--- src/pkg/cfa_pkg.sv ---
/*
 * Shared constants, operation codes, addressing modes and carriers for the
 * condition flag and addressing unit. Assumes a single 250 MHz clock domain.
 */
package cfa_pkg;
    localparam int CCR_V = 7;
    localparam int CCR_H = 4;
    localparam int CCR_I = 3;
    localparam int CCR_N = 2;
    localparam int CCR_Z = 1;
    localparam int CCR_C = 0;
    localparam logic [7:0] CCR_RESET = 8'h08;
    localparam logic [7:0] CCR_WMASK = 8'h9f;
    localparam logic [3:0] DAA_LO_LIM = 4'h9;
    localparam logic [7:0] DAA_HI_LIM = 8'h99;
    localparam logic [7:0] DAA_LO_ADD = 8'h06;
    localparam logic [7:0] DAA_HI_ADD = 8'h60;
    localparam logic [7:0] DIRECT_PAGE = 8'h00;
    localparam int AXI_AW = 8;
    localparam logic [7:0] ADDR_CCR = 8'h00;
    localparam logic [7:0] ADDR_RES = 8'h04;
    localparam logic [7:0] ADDR_ADR = 8'h08;
    localparam logic [1:0] RESP_OKAY = 2'b00;
    localparam logic [1:0] RESP_SLVERR = 2'b10;

    typedef enum logic [4:0] {
        NOP_OP, ADD_OP, ADD_CARRY_OP, SUB_OP, SUB_CARRY_OP, AND_OP, LOAD_STORE_OP,
        DECIMAL_ADJUST_OP, SHIFT_LEFT_OP, ROTATE_RIGHT_OP, BRANCH_BIT_ZERO_OP,
        BRANCH_BIT_ONE_OP, COMPARE_BRANCH_EQUAL_OP, DECREMENT_BRANCH_NONZERO_OP,
        BRANCH_GREATER_OP, BRANCH_GREATER_EQUAL_OP, BRANCH_LESS_EQUAL_OP,
        BRANCH_LESS_OP, CLEAR_IRQ_MASK_OP, ACC_TO_FLAGS_OP, SET_IRQ_MASK_OP,
        IRQ_STACKED_OP, MOVE_OP
    } cfa_op_t;

    typedef enum logic [2:0] {
        REGISTER_ONLY_MODE, DIRECT_MODE, EXTENDED_MODE, INDEXED_MODE,
        INDEXED8_MODE, INDEXED16_MODE
    } cfa_mode_t;

    typedef struct packed {
        cfa_op_t op;
        logic wide;
        logic [15:0] acc;
        logic [15:0] opnd;
        logic [2:0] bit_sel;
        logic [15:0] pc;
        logic [7:0] rel;
        logic [15:0] hx;
        cfa_mode_t src_mode;
        logic [15:0] src_field;
        cfa_mode_t dst_mode;
        logic [15:0] dst_field;
    } cfa_req_t;

    typedef struct packed {
        logic [15:0] result;
        logic [15:0] src_addr;
        logic [15:0] dst_addr;
        logic [15:0] target;
        logic taken;
        logic mem_access;
    } cfa_rsp_t;
endpackage : cfa_pkg

--- src/rtl/cfa_flags.sv ---
/*
 * Condition flag unit, interrupt gate, operand address former and an
 * AXI4-Lite register slave. Assumes one synchronous operation request per
 * cycle at most and an instruction boundary pulse from the sequencer.
 */
// The AXI4-Lite interface to the registers and the address map are this design's own decisions.
`timescale 1ns/1ps
// Operation
// - Overflow flag tracks two's complement overflow.
// - Signed branches evaluate the overflow flag.
// - Half-carry set on carry from bit three.
// - Decimal adjust corrects using half-carry and carry.
// - Set interrupt mask blocks maskable interrupts.
// - Mask set after stacking, before handler.
// - No interrupt right after mask clear.
// - Negative flag follows result bit seven.
// - Load or store sets negative from MSB.
// - Zero flag set on all-zero result.
// - Load or store sets zero when empty.
// - Carry on add carry-out or subtract borrow.
// - Bit test, shift, rotate write carry.
// - One linear sixteen-bit address space.
// - Tested operand by mode, target relative.
// - Move decodes source and destination separately.
// - Register-only mode makes no memory access.
// - Relative offset sign-extended, added to PC.
// - Direct address has zero upper byte.
module cfa_flags
    import cfa_pkg::*;
(
    input wire logic clock,
    input wire logic rst,
    input wire logic req_valid,
    input wire cfa_req_t req,
    input wire logic boundary,
    input wire logic irq_req,
    output cfa_rsp_t rsp,
    output logic done,
    output logic [7:0] condition_code_reg,
    output logic irq_take,
    input wire logic [AXI_AW-1:0] awaddr,
    input wire logic awvalid,
    output logic awready,
    input wire logic [31:0] wdata,
    input wire logic [3:0] wstrb,
    input wire logic wvalid,
    output logic wready,
    output logic [1:0] bresp,
    output logic bvalid,
    input wire logic bready,
    input wire logic [AXI_AW-1:0] araddr,
    input wire logic arvalid,
    output logic arready,
    output logic [31:0] rdata,
    output logic [1:0] rresp,
    output logic rvalid,
    input wire logic rready
);
    function automatic logic [15:0] sext8(input logic [7:0] v);
        sext8 = {{8{v[7]}}, v};
    endfunction : sext8

    // Every operand, register or port lives in one 16-bit space.
    function automatic logic [15:0] eff_addr(input cfa_mode_t m, input logic [15:0] f,
                                             input logic [15:0] hx);
        case (m)
            DIRECT_MODE: eff_addr = {DIRECT_PAGE, f[7:0]};
            EXTENDED_MODE: eff_addr = f;
            INDEXED_MODE: eff_addr = hx;
            INDEXED8_MODE: eff_addr = hx + {8'h00, f[7:0]};
            INDEXED16_MODE: eff_addr = hx + f;
            default: eff_addr = 16'h0000;
        endcase
    endfunction : eff_addr

    function automatic logic [1:0] neg_zero(input logic [15:0] v, input logic w);
        neg_zero = w ? {v[15], v == 16'h0000} : {v[7], v[7:0] == 8'h00};
    endfunction : neg_zero

    logic [7:0] ccr_q, ccr_d;
    cfa_rsp_t rsp_q, rsp_d;
    logic done_q, done_d, inhibit_q, inhibit_d, irq_take_q, irq_take_d;
    logic [7:0] a8, m8, r8, corr;
    logic cin, nv, wr_fire, wr_ccr;
    logic [8:0] sum9, dif9;
    logic [4:0] half5;
    logic [1:0] nz;
    logic [15:0] res16;
    logic awready_q, awready_d, bvalid_q, bvalid_d, arready_q, arready_d, rvalid_q, rvalid_d;
    logic [1:0] bresp_q, bresp_d, rresp_q, rresp_d;
    logic [31:0] rdata_q, rdata_d;

    assign a8 = req.acc[7:0];
    assign m8 = req.opnd[7:0];
    assign cin = (req.op == ADD_CARRY_OP || req.op == SUB_CARRY_OP) && ccr_q[CCR_C];
    assign sum9 = {1'b0, a8} + {1'b0, m8} + {8'h00, cin};
    assign dif9 = {1'b0, a8} - {1'b0, m8} - {8'h00, cin};
    assign half5 = {1'b0, a8[3:0]} + {1'b0, m8[3:0]} + {4'h0, cin};
    assign nv = ccr_q[CCR_N] ^ ccr_q[CCR_V];
    assign wr_fire = awready_q && awvalid && wvalid;
    assign wr_ccr = wr_fire && awaddr == ADDR_CCR && wstrb[0];

    always_comb begin
        ccr_d = ccr_q;
        rsp_d = rsp_q;
        done_d = 1'b0;
        inhibit_d = inhibit_q;
        irq_take_d = 1'b0;
        r8 = 8'h00;
        corr = 8'h00;
        res16 = 16'h0000;
        nz = 2'b00;
        if (wr_ccr) begin
            ccr_d = wdata[7:0] & CCR_WMASK;
        end
        if (boundary) begin
            irq_take_d = irq_req && !ccr_q[CCR_I] && !inhibit_q;
            inhibit_d = 1'b0;
        end
        if (req_valid) begin
            done_d = 1'b1;
            rsp_d.taken = 1'b0;
            rsp_d.src_addr = eff_addr(req.src_mode, req.src_field, req.hx);
            rsp_d.dst_addr = eff_addr(req.dst_mode, req.dst_field, req.hx);
            rsp_d.mem_access = req.src_mode != REGISTER_ONLY_MODE;
            case (req.op)
                ADD_OP, ADD_CARRY_OP: begin
                    r8 = sum9[7:0];
                    ccr_d[CCR_V] = (a8[7] == m8[7]) && (r8[7] != a8[7]);
                    ccr_d[CCR_H] = half5[4];
                    ccr_d[CCR_C] = sum9[8];
                end
                SUB_OP, SUB_CARRY_OP: begin
                    r8 = dif9[7:0];
                    ccr_d[CCR_V] = (a8[7] != m8[7]) && (r8[7] != a8[7]);
                    ccr_d[CCR_C] = dif9[8];
                end
                AND_OP: begin
                    r8 = a8 & m8;
                    ccr_d[CCR_V] = 1'b0;
                end
                LOAD_STORE_OP, MOVE_OP: begin
                    r8 = m8;
                    ccr_d[CCR_V] = 1'b0;
                end
                DECIMAL_ADJUST_OP: begin
                    // Overflow is undefined after the adjust, so it is left alone.
                    if (ccr_q[CCR_H] || a8[3:0] > DAA_LO_LIM) begin
                        corr = DAA_LO_ADD;
                    end
                    if (ccr_q[CCR_C] || a8 > DAA_HI_LIM) begin
                        corr = corr | DAA_HI_ADD;
                        ccr_d[CCR_C] = 1'b1;
                    end
                    r8 = a8 + corr;
                end
                SHIFT_LEFT_OP: begin
                    r8 = {a8[6:0], 1'b0};
                    ccr_d[CCR_C] = a8[7];
                    ccr_d[CCR_V] = r8[7] ^ a8[7];
                end
                ROTATE_RIGHT_OP: begin
                    r8 = {ccr_q[CCR_C], a8[7:1]};
                    ccr_d[CCR_C] = a8[0];
                    ccr_d[CCR_V] = r8[7] ^ a8[0];
                end
                BRANCH_BIT_ZERO_OP, BRANCH_BIT_ONE_OP: begin
                    ccr_d[CCR_C] = m8[req.bit_sel];
                    rsp_d.taken = m8[req.bit_sel] == (req.op == BRANCH_BIT_ONE_OP);
                end
                COMPARE_BRANCH_EQUAL_OP: rsp_d.taken = a8 == m8;
                DECREMENT_BRANCH_NONZERO_OP: begin
                    rsp_d.result = {8'h00, m8 - 8'h01};
                    rsp_d.taken = m8 != 8'h01;
                end
                BRANCH_GREATER_OP: rsp_d.taken = !(ccr_q[CCR_Z] || nv);
                BRANCH_GREATER_EQUAL_OP: rsp_d.taken = !nv;
                BRANCH_LESS_EQUAL_OP: rsp_d.taken = ccr_q[CCR_Z] || nv;
                BRANCH_LESS_OP: rsp_d.taken = nv;
                CLEAR_IRQ_MASK_OP: begin
                    ccr_d[CCR_I] = 1'b0;
                    inhibit_d = ccr_q[CCR_I];
                end
                ACC_TO_FLAGS_OP: begin
                    ccr_d = a8 & CCR_WMASK;
                    inhibit_d = ccr_q[CCR_I] && !a8[CCR_I];
                end
                SET_IRQ_MASK_OP: ccr_d[CCR_I] = 1'b1;
                IRQ_STACKED_OP: ccr_d[CCR_I] = 1'b1;
                default: ;
            endcase
            case (req.op)
                ADD_OP, ADD_CARRY_OP, SUB_OP, SUB_CARRY_OP, AND_OP, DECIMAL_ADJUST_OP,
                SHIFT_LEFT_OP, ROTATE_RIGHT_OP, LOAD_STORE_OP, MOVE_OP: begin
                    res16 = (req.op == LOAD_STORE_OP && req.wide) ? req.opnd : {8'h00, r8};
                    nz = neg_zero(res16, req.op == LOAD_STORE_OP && req.wide);
                    ccr_d[CCR_N] = nz[1];
                    ccr_d[CCR_Z] = nz[0];
                    rsp_d.result = res16;
                end
                default: ; // Flags outside the operation's set hold.
            endcase
            // The target is always relative to the program counter.
            rsp_d.target = rsp_d.taken ? req.pc + sext8(req.rel) : req.pc;
        end
    end

    always_ff @(posedge clock or posedge rst) begin
        if (rst) begin
            ccr_q <= CCR_RESET;
            rsp_q <= '0;
            done_q <= 1'b0;
            inhibit_q <= 1'b0;
            irq_take_q <= 1'b0;
        end else begin
            ccr_q <= ccr_d;
            rsp_q <= rsp_d;
            done_q <= done_d;
            inhibit_q <= inhibit_d;
            irq_take_q <= irq_take_d;
        end
    end

    // Register slave: ready is a one-cycle pulse so every output stays a flop.

    always_comb begin
        awready_d = !awready_q && !bvalid_q && awvalid && wvalid;
        bvalid_d = bvalid_q && !bready;
        bresp_d = bresp_q;
        arready_d = !arready_q && !rvalid_q && arvalid;
        rvalid_d = rvalid_q && !rready;
        rresp_d = rresp_q;
        rdata_d = rdata_q;
        if (wr_fire) begin
            bvalid_d = 1'b1;
            bresp_d = (awaddr == ADDR_CCR) ? RESP_OKAY : RESP_SLVERR;
        end
        if (arready_q && arvalid) begin
            rvalid_d = 1'b1;
            rresp_d = RESP_OKAY;
            case (araddr)
                ADDR_CCR: rdata_d = {24'h000000, ccr_q};
                ADDR_RES: rdata_d = {rsp_q.src_addr, rsp_q.result};
                ADDR_ADR: rdata_d = {rsp_q.dst_addr, rsp_q.target};
                default: begin
                    rdata_d = 32'h00000000;
                    rresp_d = RESP_SLVERR;
                end
            endcase
        end
    end

    always_ff @(posedge clock or posedge rst) begin
        if (rst) begin
            awready_q <= 1'b0;
            bvalid_q <= 1'b0;
            bresp_q <= RESP_OKAY;
            arready_q <= 1'b0;
            rvalid_q <= 1'b0;
            rresp_q <= RESP_OKAY;
            rdata_q <= 32'h00000000;
        end else begin
            awready_q <= awready_d;
            bvalid_q <= bvalid_d;
            bresp_q <= bresp_d;
            arready_q <= arready_d;
            rvalid_q <= rvalid_d;
            rresp_q <= rresp_d;
            rdata_q <= rdata_d;
        end
    end

    assign rsp = rsp_q;
    assign done = done_q;
    assign condition_code_reg = ccr_q;
    assign irq_take = irq_take_q;
    assign awready = awready_q;
    assign wready = awready_q;
    assign bvalid = bvalid_q;
    assign bresp = bresp_q;
    assign arready = arready_q;
    assign rvalid = rvalid_q;
    assign rresp = rresp_q;
    assign rdata = rdata_q;
endmodule : cfa_flags

--- config.mk ---
export PLATFORM = sky130hd
export DESIGN_NAME = cfa_flags
export DESIGN_NICKNAME = d
export VERILOG_FILES = /design/src/pkg/cfa_pkg.sv /design/src/rtl/cfa_flags.sv
export SDC_FILE = /design/constraint.sdc
export NUM_CORES = 1
export LEC_CHECK = 0
export BUFFER_PORTS_ARGS = -buffer_cell sky130_fd_sc_hd__buf_2
export CORE_ASPECT_RATIO = 0.8
export CORE_UTILIZATION = 40
export DETAILED_ROUTE_END_ITERATION = 8
export GPL_TIMING_DRIVEN = 1
export PLACE_DENSITY = 0.66
export SLEW_MARGIN = 20
export SYNTH_ARGS = -nofsm -noshare
export SYNTH_HDL_FRONTEND = slang
export SYNTH_SLANG_ARGS = --single-unit
--- constraint.sdc ---
create_clock -name clock -period 7.98 [get_ports clock]
set_clock_uncertainty 0.15 [all_clocks]
set_input_delay 0.399 -clock clock [delete_from_list [all_inputs] [get_ports clock]]
set_output_delay 0.399 -clock clock [all_outputs]
set_load 0.01 [all_outputs]
### Word level (Yosys, flattened, before mapping)

Index checks and enable logic that the tools add are counted.

* register bits: 117
* latch bits: 0
* RAM bits: 0
* ROM bits: 0
* bits of input ports: 181
* output and inout port bits: 117
* logic and storage cells: 165
* memories: 0

* $add $sub $neg: 13
* multipliers: 0
* divide/modulo/power cells: 0
* $lt $le $gt $ge: 3
* equal/unequal tests: 41
* shifts and indexed selects: 0
* mux-type cells: 37
* bitwise gates (word level): 4
* reduce and logical (&&, ||, !) cells: 50

Operators by type and width (number)
* 16-bit one-hot mux with 5 select lines: 2
* 32-bit one-hot mux with 3 select lines: 1
* 16-bit two-way mux: 4
* 8-bit one-hot mux with 7 select lines: 1
* 16-bit adder: 3
* 5-bit by 4-bit == test with 1-bit output, second input constant: 8
* 8-bit two-way mux: 5
* 5-bit == test, second input constant: 7
* 16-bit by 8-bit adder with 16-bit output: 2
* 8-bit zero test: 3
* 5-bit by 3-bit == test with 1-bit output, second input constant: 4
* 1-bit logical AND: 19
* 16-bit zero test: 1
* 3-bit by 2-bit == test with 1-bit output, second input constant: 4
* 3-bit == test, second input constant: 4
* 2-bit two-way mux: 6
* 1-bit one-hot mux with 6 select lines: 2
* 2-bit OR reduction: 6
* 1-bit zero test: 11
* 5-bit by 2-bit == test with 1-bit output, second input constant: 2
* 10-bit OR reduction: 1
* 8-bit by 8-bit adder with 9-bit output: 1
* 9-bit by 1-bit adder with 9-bit output: 1
* 1-bit two-way mux: 9
* 30 further kinds: 41

### Longest topological paths before layout

Gate-level depths: netlist of the first run.

* depth after elaboration: 14
* depth in mapped cells: 17
* depth with buffers taken out: 15

### Worst setup path before layout of the first run

Ideal clock, no wire load.

* kind: input -> register
* start point: in req[116] (netlist bit)
* end point: reg ccr_q[1] (netlist: condition_code_reg[1])
* setup time: 0.104 ns
* arrival: 3.351 ns
* required time: 7.726 ns
* path slack: 4.375 ns
* stages on the path: 13
* path buffers: 2
* cell sequence: buf_2 buf_1 xor2_1 nand4_1 fa_1 fa_1 nand2b_1 a21oi_1 xnor2_1 a221oi_1 o21ai_1 or3_1 o41ai_2

* word-level cells in the longest chain between the ends: 11
* elaborated cells on any way between the ends: 29
* classes of those cells: 2 x add/sub; 11 x eq/ne; 7 x mux; 9 x reduce/logical

Ends and longest elaborated chain
* start, declared: RTL line cfa_flags.sv:34 `input wire cfa_req_t req,`
* 5-bit by 2-bit == test with 1-bit output or 5-bit by 3-bit == test with 1-bit output (tied branches): RTL line cfa_flags.sv:95, cfa_flags.sv:126, cfa_flags.sv:192
* 1-bit logical OR: RTL line cfa_flags.sv:95 `assign cin = (req.op == ADD_CARRY_OP || req.op == SUB_CARRY_OP) && ccr_q[CCR_C];`
* 1-bit logical AND: RTL line cfa_flags.sv:95
* 9-bit by 1-bit subtractor with 9-bit output or 9-bit by 1-bit adder with 9-bit output (tied branches): RTL line cfa_flags.sv:97, cfa_flags.sv:96
* 8-bit one-hot mux with 7 select lines: RTL line cfa_flags.sv:126 `case (req.op)`
* 8-bit two-way mux: RTL line cfa_flags.sv:120 `if (req_valid) begin`
* 16-bit two-way mux: RTL line cfa_flags.sv:195 `res16 = (req.op == LOAD_STORE_OP && req.wide) ? req.opnd : {8'h00, r8};`
* 16-bit zero test or 8-bit zero test (tied branches): RTL line cfa_flags.sv:77 `neg_zero = w ? {v[15], v == 16'h0000} : {v[7], v[7:0] == 8'h00};`
* 2-bit two-way mux: RTL line cfa_flags.sv:77
* 2-bit two-way mux (*): RTL line cfa_flags.sv:192 `case (req.op)`
* 8-bit two-way mux (*): RTL line cfa_flags.sv:120
* net ccr_d[1]: RTL line cfa_flags.sv:80 `logic [7:0] ccr_q, ccr_d;`
* end signal, assigned: RTL line cfa_flags.sv:216 `ccr_q <= ccr_d;`
* end, declared: RTL line cfa_flags.sv:80

The timed path passes the listed nets; every way through them passes the cells marked *. The select of a mux whose other input is x is not followed.
A chain may end at the register's enable or synchronous reset.

### Worst setup path in the final report of the first run

* start point: reg ccr_q[0] (netlist: condition_code_reg[0])
* end point: reg rsp_q, in the netlist rsp[55]

* word-level cells in the longest chain between the ends: 9
* elaborated cells on any way between the ends: 12
* classes of those cells: 3 x add/sub; 7 x mux; 2 x reduce/logical

Ends and longest elaborated chain
* 1-bit logical OR: RTL line cfa_flags.sv:151 `if (ccr_q[CCR_C] || a8 > DAA_HI_LIM) begin`
* 7-bit two-way mux: RTL line cfa_flags.sv:151
* 8-bit two-way mux: RTL line cfa_flags.sv:126
* 8-bit two-way mux: RTL line cfa_flags.sv:120
* 8-bit adder: RTL line cfa_flags.sv:155 `r8 = a8 + corr;`
* 8-bit one-hot mux with 7 select lines (*): RTL line cfa_flags.sv:126
* 8-bit two-way mux (*): RTL line cfa_flags.sv:120
* 16-bit two-way mux (*): RTL line cfa_flags.sv:195
* 16-bit two-way mux (*): RTL line cfa_flags.sv:192
* end signal, assigned: RTL line cfa_flags.sv:217 `rsp_q <= rsp_d;`
* end, declared: RTL line cfa_flags.sv:81 `cfa_rsp_t rsp_q, rsp_d;`

Mark *: on every way between the ends. The rest lies on a longest branch, timed or not. The select of a mux whose other input is x is not followed.

==> results of run 1 <==
-- critical path, stage by stage (launching register included) --
cell,delay [ns]
sky130_fd_sc_hd__dfrtp_1,0.52
sky130_fd_sc_hd__nand4_1,0.21
sky130_fd_sc_hd__inv_1,0.07
sky130_fd_sc_hd__fa_1,0.54
sky130_fd_sc_hd__inv_1,0.06
sky130_fd_sc_hd__ha_1,0.17
sky130_fd_sc_hd__o21ai_0,0.20
sky130_fd_sc_hd__nand2_1,0.09
sky130_fd_sc_hd__a21o_1,0.18
sky130_fd_sc_hd__a21oi_1,0.19
sky130_fd_sc_hd__xnor2_1,0.09
sky130_fd_sc_hd__a221oi_1,0.40
sky130_fd_sc_hd__o21ai_0,0.28
sky130_fd_sc_hd__mux2_2,0.33
-- per-layer routing --
layer	global-route usage	vias to the layer above	share of wire	routed length (um)
met2	0.386	389	0.41	13900
li1	-	4612	-	-
met3	0.0685	45	0.085	2850
met1	0.402	4660	0.48	16100
met4	0.0787	2	0.022	735
met5	0	-	0.00039	13
-- logic make-up after synthesis --
family,after synthesis,share of synthesized area
compound gates,366,0.246
simple gates,311,0.151
flops,115,0.297
buf+inv,114,0.0492
fa+ha+maj,83,0.113
mux,72,0.0805
xor+xnor,68,0.0615
other cells,1,0.000387
-- placed cells by master (no fill, tap or decap), types with 17 or more instances in the layout --
| cell | n |
|---|---|
| sky130_fd_sc_hd__buf_2 | 258 |
| sky130_fd_sc_hd__dfrtp_1 | 114 |
| sky130_fd_sc_hd__nor2_1 | 109 |
| sky130_fd_sc_hd__a21oi_1 | 102 |
| sky130_fd_sc_hd__nand2_1 | 85 |
| sky130_fd_sc_hd__ha_1 | 75 |
| sky130_fd_sc_hd__o21ai_0 | 70 |
| sky130_fd_sc_hd__a22oi_1 | 56 |
| sky130_fd_sc_hd__inv_1 | 52 |
| sky130_fd_sc_hd__xnor2_1 | 45 |
| sky130_fd_sc_hd__mux2i_1 | 43 |
| sky130_fd_sc_hd__mux2_2 | 26 |
| sky130_fd_sc_hd__nor3_1 | 23 |
| sky130_fd_sc_hd__xor2_1 | 23 |
| sky130_fd_sc_hd__and3_1 | 20 |
| sky130_fd_sc_hd__clkbuf_16 | 17 |
-- path summary, 6_finish.rpt --
kind | endpoint | cells past startpoint | slack (ns) | from
setup reg to reg | rsp[55] | 13 | 4.38 | condition_code_reg[0]
setup / recovery | rsp[55] | 13 | 4.38 | condition_code_reg[0]
hold / removal | bvalid | 2 | 0.03 | bready
max in group asynchronous | rsp[12] | 4 | 5.86 | rst
min in group asynchronous | rdata[18] | 3 | 0.48 | rst
hold reg to reg | irq_take | 1 | 0.28 | inhibit_q
-- final cells by class --
| type | instances | area, um^2 | area share |
|---|---|---|---|
| Tap cell | 312 | 390 | 0.0329 |
| Timing Repair Buffer | 275 | 1420 | 0.120 |
| Multi-Input combinational cell | 902 | 6350 | 0.535 |
| Inverter | 53 | 201 | 0.0170 |
| Clock buffer | 18 | 439 | 0.0370 |
| Sequential cell | 115 | 2880 | 0.243 |
| Clock inverter | 14 | 179 | 0.0151 |
-- per-stage QoR --
| stage | worst slack [ns] | util | std cells |
|---|---|---|---|
| after CTS | 4.37 | 0.503 | 1689 |
| after floorplan | 4.38 | - | 1131 |
| after detailed placement | 4.12 | 0.476 | 1655 |
| after global routing | 4.16 | 0.503 | 1689 |
| final | 4.38 | 0.503 | 1689 |
| after global placement | 4.21 | 0.476 | 1655 |
-- power breakdown --
part           internal, W  total, W  leakage [nW]  switching, W
clock             0.000504  0.000808         0.298      0.000304
sequential        0.000638  0.000701          1.48     0.0000629
combinational     0.000260  0.000619          3.86      0.000359
total              0.00140   0.00213          5.65      0.000726
-- timing repair --
action | in CTS | in global routing
setup endpoints to repair | 0 | 0
hold buffers | 2 | 0
endpoints found under the hold margin | 49 | 0
-- Yosys cell counts, types with 5 or more instances --
cell	count	area, um^2
sky130_fd_sc_hd__a211oi_1	7	52.6
sky130_fd_sc_hd__a21o_1	10	75.1
sky130_fd_sc_hd__a21oi_1	102	510
sky130_fd_sc_hd__a221oi_1	5	43.8
sky130_fd_sc_hd__a22o_1	9	78.8
sky130_fd_sc_hd__a22oi_1	56	420
sky130_fd_sc_hd__a31oi_1	5	31.3
sky130_fd_sc_hd__and3_1	20	125
sky130_fd_sc_hd__buf_1	5	18.8
sky130_fd_sc_hd__buf_2	5	25.0
sky130_fd_sc_hd__buf_4	5	37.5
sky130_fd_sc_hd__clkbuf_1	44	165
sky130_fd_sc_hd__dfrtp_1	114	2850
sky130_fd_sc_hd__fa_1	8	160
sky130_fd_sc_hd__ha_1	75	938
sky130_fd_sc_hd__inv_1	53	199
sky130_fd_sc_hd__mux2_2	26	293
sky130_fd_sc_hd__mux2i_1	43	430
sky130_fd_sc_hd__nand2_1	85	319
sky130_fd_sc_hd__nand2b_1	11	68.8
sky130_fd_sc_hd__nand3_1	14	70.1
sky130_fd_sc_hd__nor2_1	109	409
sky130_fd_sc_hd__nor2b_1	10	62.6
sky130_fd_sc_hd__nor3_1	24	120
sky130_fd_sc_hd__nor4_1	8	50.1
sky130_fd_sc_hd__o21a_1	9	67.6
sky130_fd_sc_hd__o21ai_0	71	355
sky130_fd_sc_hd__o21ai_1	12	60.1
sky130_fd_sc_hd__o21bai_1	14	105
sky130_fd_sc_hd__o221ai_1	5	43.8
sky130_fd_sc_hd__o2bb2ai_1	15	131
sky130_fd_sc_hd__or4_1	5	37.5
sky130_fd_sc_hd__xnor2_1	45	394
sky130_fd_sc_hd__xor2_1	23	201
==> reports/metrics.cfg, run 1 <==
[clock_tree]
numCtsBuffers=17
post-cts-setup-buffers=0
clk-insertion-delay-late_ns=0.42
htree_num_levels=4
worst_setup_hold_path_clk_slew_ns=0.06
cts_tree=built
clock-root-buffer=sky130_fd_sc_hd__clkbuf_16
clk_path_buf_depth=2
cts.sinks=115
cts_resized=0

[timing]
worst_pin_slew_ns=1.10
grt_setup_unrepaired=no
hold_slack_ns=0.0349
drv_slew=0
timing.setup.tns_ns=0
finalWorstPathRequiredPeriod_ns=3.60
final_clock_period_utilization_by_the_worst_path=0.451
fmax_mhz=278
finalSetupViolations=0
slew_headroom=0.269
timing.final.hold_violations=0

[floorplanning]
std_cell_rows=50
core_area_mm2=0.0236
floorplan_die_width_um=176
design.portCount=298
fp.dieH_um=141
initial_core_util=0.411
design.die.area_mm2=0.0248

[drt]
dr.first_iter.drc_count=731
routed-via-count=9708
drc=0
detail_route.wirelength_um=33600
via_per_inst=5.75
drt-pass1-iter-count=7
post_drt_wl_per_cell_um=19.9
ant_nets=0

[setup_path]
startpoint_type=flip-flop
cp.required_ns=8.13
crit_fanout=7
path_class=flip-flop to flip-flop
end_kind=flip-flop
critPathArrivalTime_ns=3.74

[synth]
async_reset_ff_frac=1.00
synth.yosys.warnings=0
count_of_flip_flops_with_a_built_in_enable_after_synthesis=0
post_synth_instance_area_mm2=0.00968
synth-seq-cells=115
dominantRegCellSynth=sky130_fd_sc_hd__dfrtp_1
synth-seq-area-share=0.297
synth_instances=1130
synth_cell_type_count=74
postSynthAreaPerCell_um2=8.57

[finish]
net_total_in_the_final_layout=1628
drive_above_1_share=0.254
number_of_flip_flops_in_the_largest_register=66
final_area_mm2=0.0119
antennaDiodeCount=0
layout.filler_cells=2316
area_growth_pct=22.6

[global_route]
grt_max_degree=67
grt_use_total=0.272
antenna_found_initial=1
grt_pass1_wl_um=52000
overflow=0
grt_pass1_vias=9140

[placed_design]
gp_congestion=0.959
dpl.hpwl_um=25900
port-buffer-count=258
detailed_place.area_mm2=0.0112

[status]
result_of_the_run=finished clean

[worst_hold_path]
min_path_type=input pin to flip-flop

[pwr]
ir_drop_v=0.000118
total_power_w=0.00213
p_per_area_mw_per_mm2=179
power_leakage_nw=5.65

[flow_run]
max_cap_violations=0

Note: power is estimated with default switching activity, not from simulation.
==> run 2, diff against run 1 <==
PLACE_DENSITY = 0.68   (was 0.66)
clock period = 2.9 ns   (was 7.98 ns; I/O delays follow)
==> run 2 against run 1 <==
  * The flow now finishes with violations (negative setup slack)
  * Cell count rose by 8.9%
  * Die area did not move
  * Cell area rose by 13%
  * Sequential cell count did not move
  * Total power rose to 2.9 times the previous value
  * Critical path type unchanged
  * Critical path depth rose by 1
  * Routed wire length rose by 11%
  * Sequential power rose to 2.8 times the previous value
  * Clock power rose to 2.7 times the previous value
  * Sequential share of layout area fell by 2.7 points
  * Worst hold slack got worse by 0.014 ns
==> reports/metrics.cfg, run 2 (synthesized netlist as in run 1, its figures left out) <==
[status]
result_of_the_run=complete, but fails checks
violations=negative setup slack

[floorplanning]
design.die.area_mm2=0.0248  ; unchanged
initial_core_util=0.411  ; unchanged
floorplan_die_width_um=176  ; unchanged
fp.dieH_um=141  ; unchanged
core_area_mm2=0.0236  ; unchanged
design.portCount=298  ; unchanged
std_cell_rows=50  ; unchanged

[finish]
mostFrequentLayoutCell=sky130_fd_sc_hd__buf_2
final_area_mm2=0.0134  ; +13%
multi_input_comb_area_mm2=0.00657  ; +3.4%
layout.filler_cells=2166  ; -6.5%
layout_common_cells=258 x sky130_fd_sc_hd__buf_2, 115 x sky130_fd_sc_hd__buf_4, 114 x sky130_fd_sc_hd__dfrtp_1
drive_above_1_share=0.321  ; +0.0667
net_total_in_the_final_layout=1779  ; +9.3%
final-seq-area_mm2=0.00288  ; unchanged
number_of_flip_flops_in_the_largest_register=66  ; unchanged
area_growth_pct=38.0

[placed_design]
gp_congestion=1.02  ; +6.8%
dpl.hpwl_um=28800  ; +11%
port-buffer-count=258  ; unchanged
pre_cts_slack_ns=-0.387  ; -4.51 ns
detailed_place.area_mm2=0.0120  ; +6.7%

[setup_path]
regToRegStartpoint=condition_code_reg[0]
cp.required_ns=3.06  ; -5.07 ns
startpoint_type=flip-flop
reg2reg_to=condition_code_reg[1]
path_class=flip-flop to flip-flop
end_kind=flip-flop
cpMostUsedCell=sky130_fd_sc_hd__inv_2
critical_path.max_stage_delay_ns=0.58  ; +0.04 ns
worst-path-buf-inv=4  ; +2
crit_fanout=3  ; -4
cp_cell_sequence=nand4_1, inv_1, fa_2, inv_2, ha_4, o21ai_2, nand2_1, a21o_1, a21oi_2, xnor2_1, a221oi_2, buf_4, inv_2, o41ai_2
r2r_cells=14  ; +1
regToRegSetupSlack_ns=-0.16  ; -4.54 ns
critPathArrivalTime_ns=3.22  ; -0.52 ns
critical_path_s_top_delay_family=compound AO/OA/AOI/OAI gates
timing.critical_path.slowest_stage_cell=sky130_fd_sc_hd__fa_2

[flow_run]
max_cap_violations=0  ; unchanged

[drt]
ant_nets=0  ; unchanged
drc=0  ; unchanged
via_per_inst=5.73  ; -0.35%
post_drt_wl_per_cell_um=20.3  ; +1.9%
drt-pass1-iter-count=5  ; -2
dr.first_iter.drc_count=1060  ; +45%
routed-via-count=10539  ; +8.6%
detail_route.wirelength_um=37300  ; +11%

[worst_hold_path]
min_path_type=input pin to flip-flop
holdPathEnd=rsp[47]
hold-path-cell-count=3  ; +1
worst_hold_startpoint=req[51]

[pwr]
power_leakage_nw=6.40  ; +13%
p_per_area_mw_per_mm2=463  ; +160%
ir_drop_v=0.000420  ; +250%
total_power_w=0.00618  ; +190%

[clock_tree]
cts_tree=built
clk-insertion-delay-late_ns=0.42  ; about the same
clock-root-buffer=sky130_fd_sc_hd__clkbuf_16
cts.sinks=115  ; unchanged
htree_num_levels=4  ; unchanged
worst_setup_hold_path_clk_slew_ns=0.06  ; about the same
numCtsBuffers=17  ; unchanged
clk_path_buf_depth=2  ; unchanged

[timing]
finalWorstPathRequiredPeriod_ns=3.06  ; -0.536 ns
finalSetupViolations=5  ; +5
drv_slew=0  ; unchanged
timing.final.hold_violations=0  ; unchanged
worst_pin_slew_ns=0.983  ; -0.114 ns
finalWorstSetupSlack_ns=-0.160  ; -4.54 ns
final_clock_period_utilization_by_the_worst_path=1.06  ; +0.605
grt_setup_unrepaired=yes
fmax_mhz=327  ; +18%
slew_headroom=0.342  ; +0.0734
hold_slack_ns=0.0211  ; -0.0138 ns

[global_route]
grt_pass1_vias=9760  ; +6.8%
grt_pass1_wl_um=56400  ; +8.5%
grt_use_total=0.297  ; +0.0251
grt_max_degree=103  ; +54%
overflow=0  ; unchanged
antenna_found_initial=2  ; +1

-- run 2: cell types whose count changed in the layout (fill, tap and decap cells not counted), moves of 3 or more --
cell | before | now
sky130_fd_sc_hd__a21oi_1 | 102 | 93
sky130_fd_sc_hd__a21oi_2 | 1 | 9
sky130_fd_sc_hd__buf_12 | 0 | 3
sky130_fd_sc_hd__buf_4 | 15 | 115
sky130_fd_sc_hd__dlygate4sd3_1 | 2 | 50
sky130_fd_sc_hd__fa_1 | 8 | 4
sky130_fd_sc_hd__fa_2 | 0 | 4
sky130_fd_sc_hd__mux2i_1 | 43 | 40
sky130_fd_sc_hd__o21ai_0 | 70 | 65
sky130_fd_sc_hd__o21ai_2 | 1 | 5
-- run 2: worst min-delay path, stage by stage --
cell and delay, ns:
sky130_fd_sc_hd__buf_2 0.14, sky130_fd_sc_hd__mux2i_1 0.09, sky130_fd_sc_hd__o221ai_1 0.17
-- run 2: metal layers --
layer  global-route usage  up-vias  routed length [um]
met3               0.0607       47                3020
met4               0.0851        0                 746
met1                0.450     5071               18300
met2                0.420      495               15200
met5                    0        -                   0
li1                     -     4926                   -
-- run 2: what timing repair did --
action,CTS,global route
gates resized for setup,24,24
hold buffers,50,0
setup endpoints to repair,9,21
pin swaps,21,25
hold endpoints to repair,57,0
setup buffers,3,8
-- run 2: metrics by stage --
step           setup TNS, ns  std cells   util
6_report              -0.403       1840  0.566
5_1_grt                -1.27       1840  0.566
4_1_cts               -0.615       1832  0.559
3_5_place_dp           -2.03       1749  0.508
3_3_place_gp           -1.69       1749  0.508
2_1_floorplan         -0.228       1131      -
-- run 2: worst max-delay path by stage --
stage	start	end	slack [ns]	cells after the start
CTS	condition_code_reg[0]	condition_code_reg[1]	-0.15	14
finish	condition_code_reg[0]	condition_code_reg[1]	-0.16	14
global route	condition_code_reg[0]	condition_code_reg[1]	-0.27	12
global placement	req[115]	condition_code_reg[1]	-0.36	12
floorplan	req[115]	condition_code_reg[1]	-0.23	13
detailed placement	req[118]	condition_code_reg[1]	-0.39	12
-- run 2: final cells by class --
class                           count  area share
Multi-Input combinational cell    902       0.492
Sequential cell                   115       0.215
Timing Repair Buffer              426       0.203
Clock buffer                       18      0.0329
Tap cell                          312      0.0292
Inverter                           53      0.0152
Clock inverter                     13      0.0120
Antenna cell                        1    0.000187
-- run 2: power by group --
group	leakage (nW)	total (W)	switching (W)	internal, W
clock network	0.292	0.00217	0.000801	0.00137
logic	4.63	0.00206	0.00111	0.000953
registers	1.48	0.00195	0.000194	0.00176
total	6.40	0.00618	0.00210	0.00408
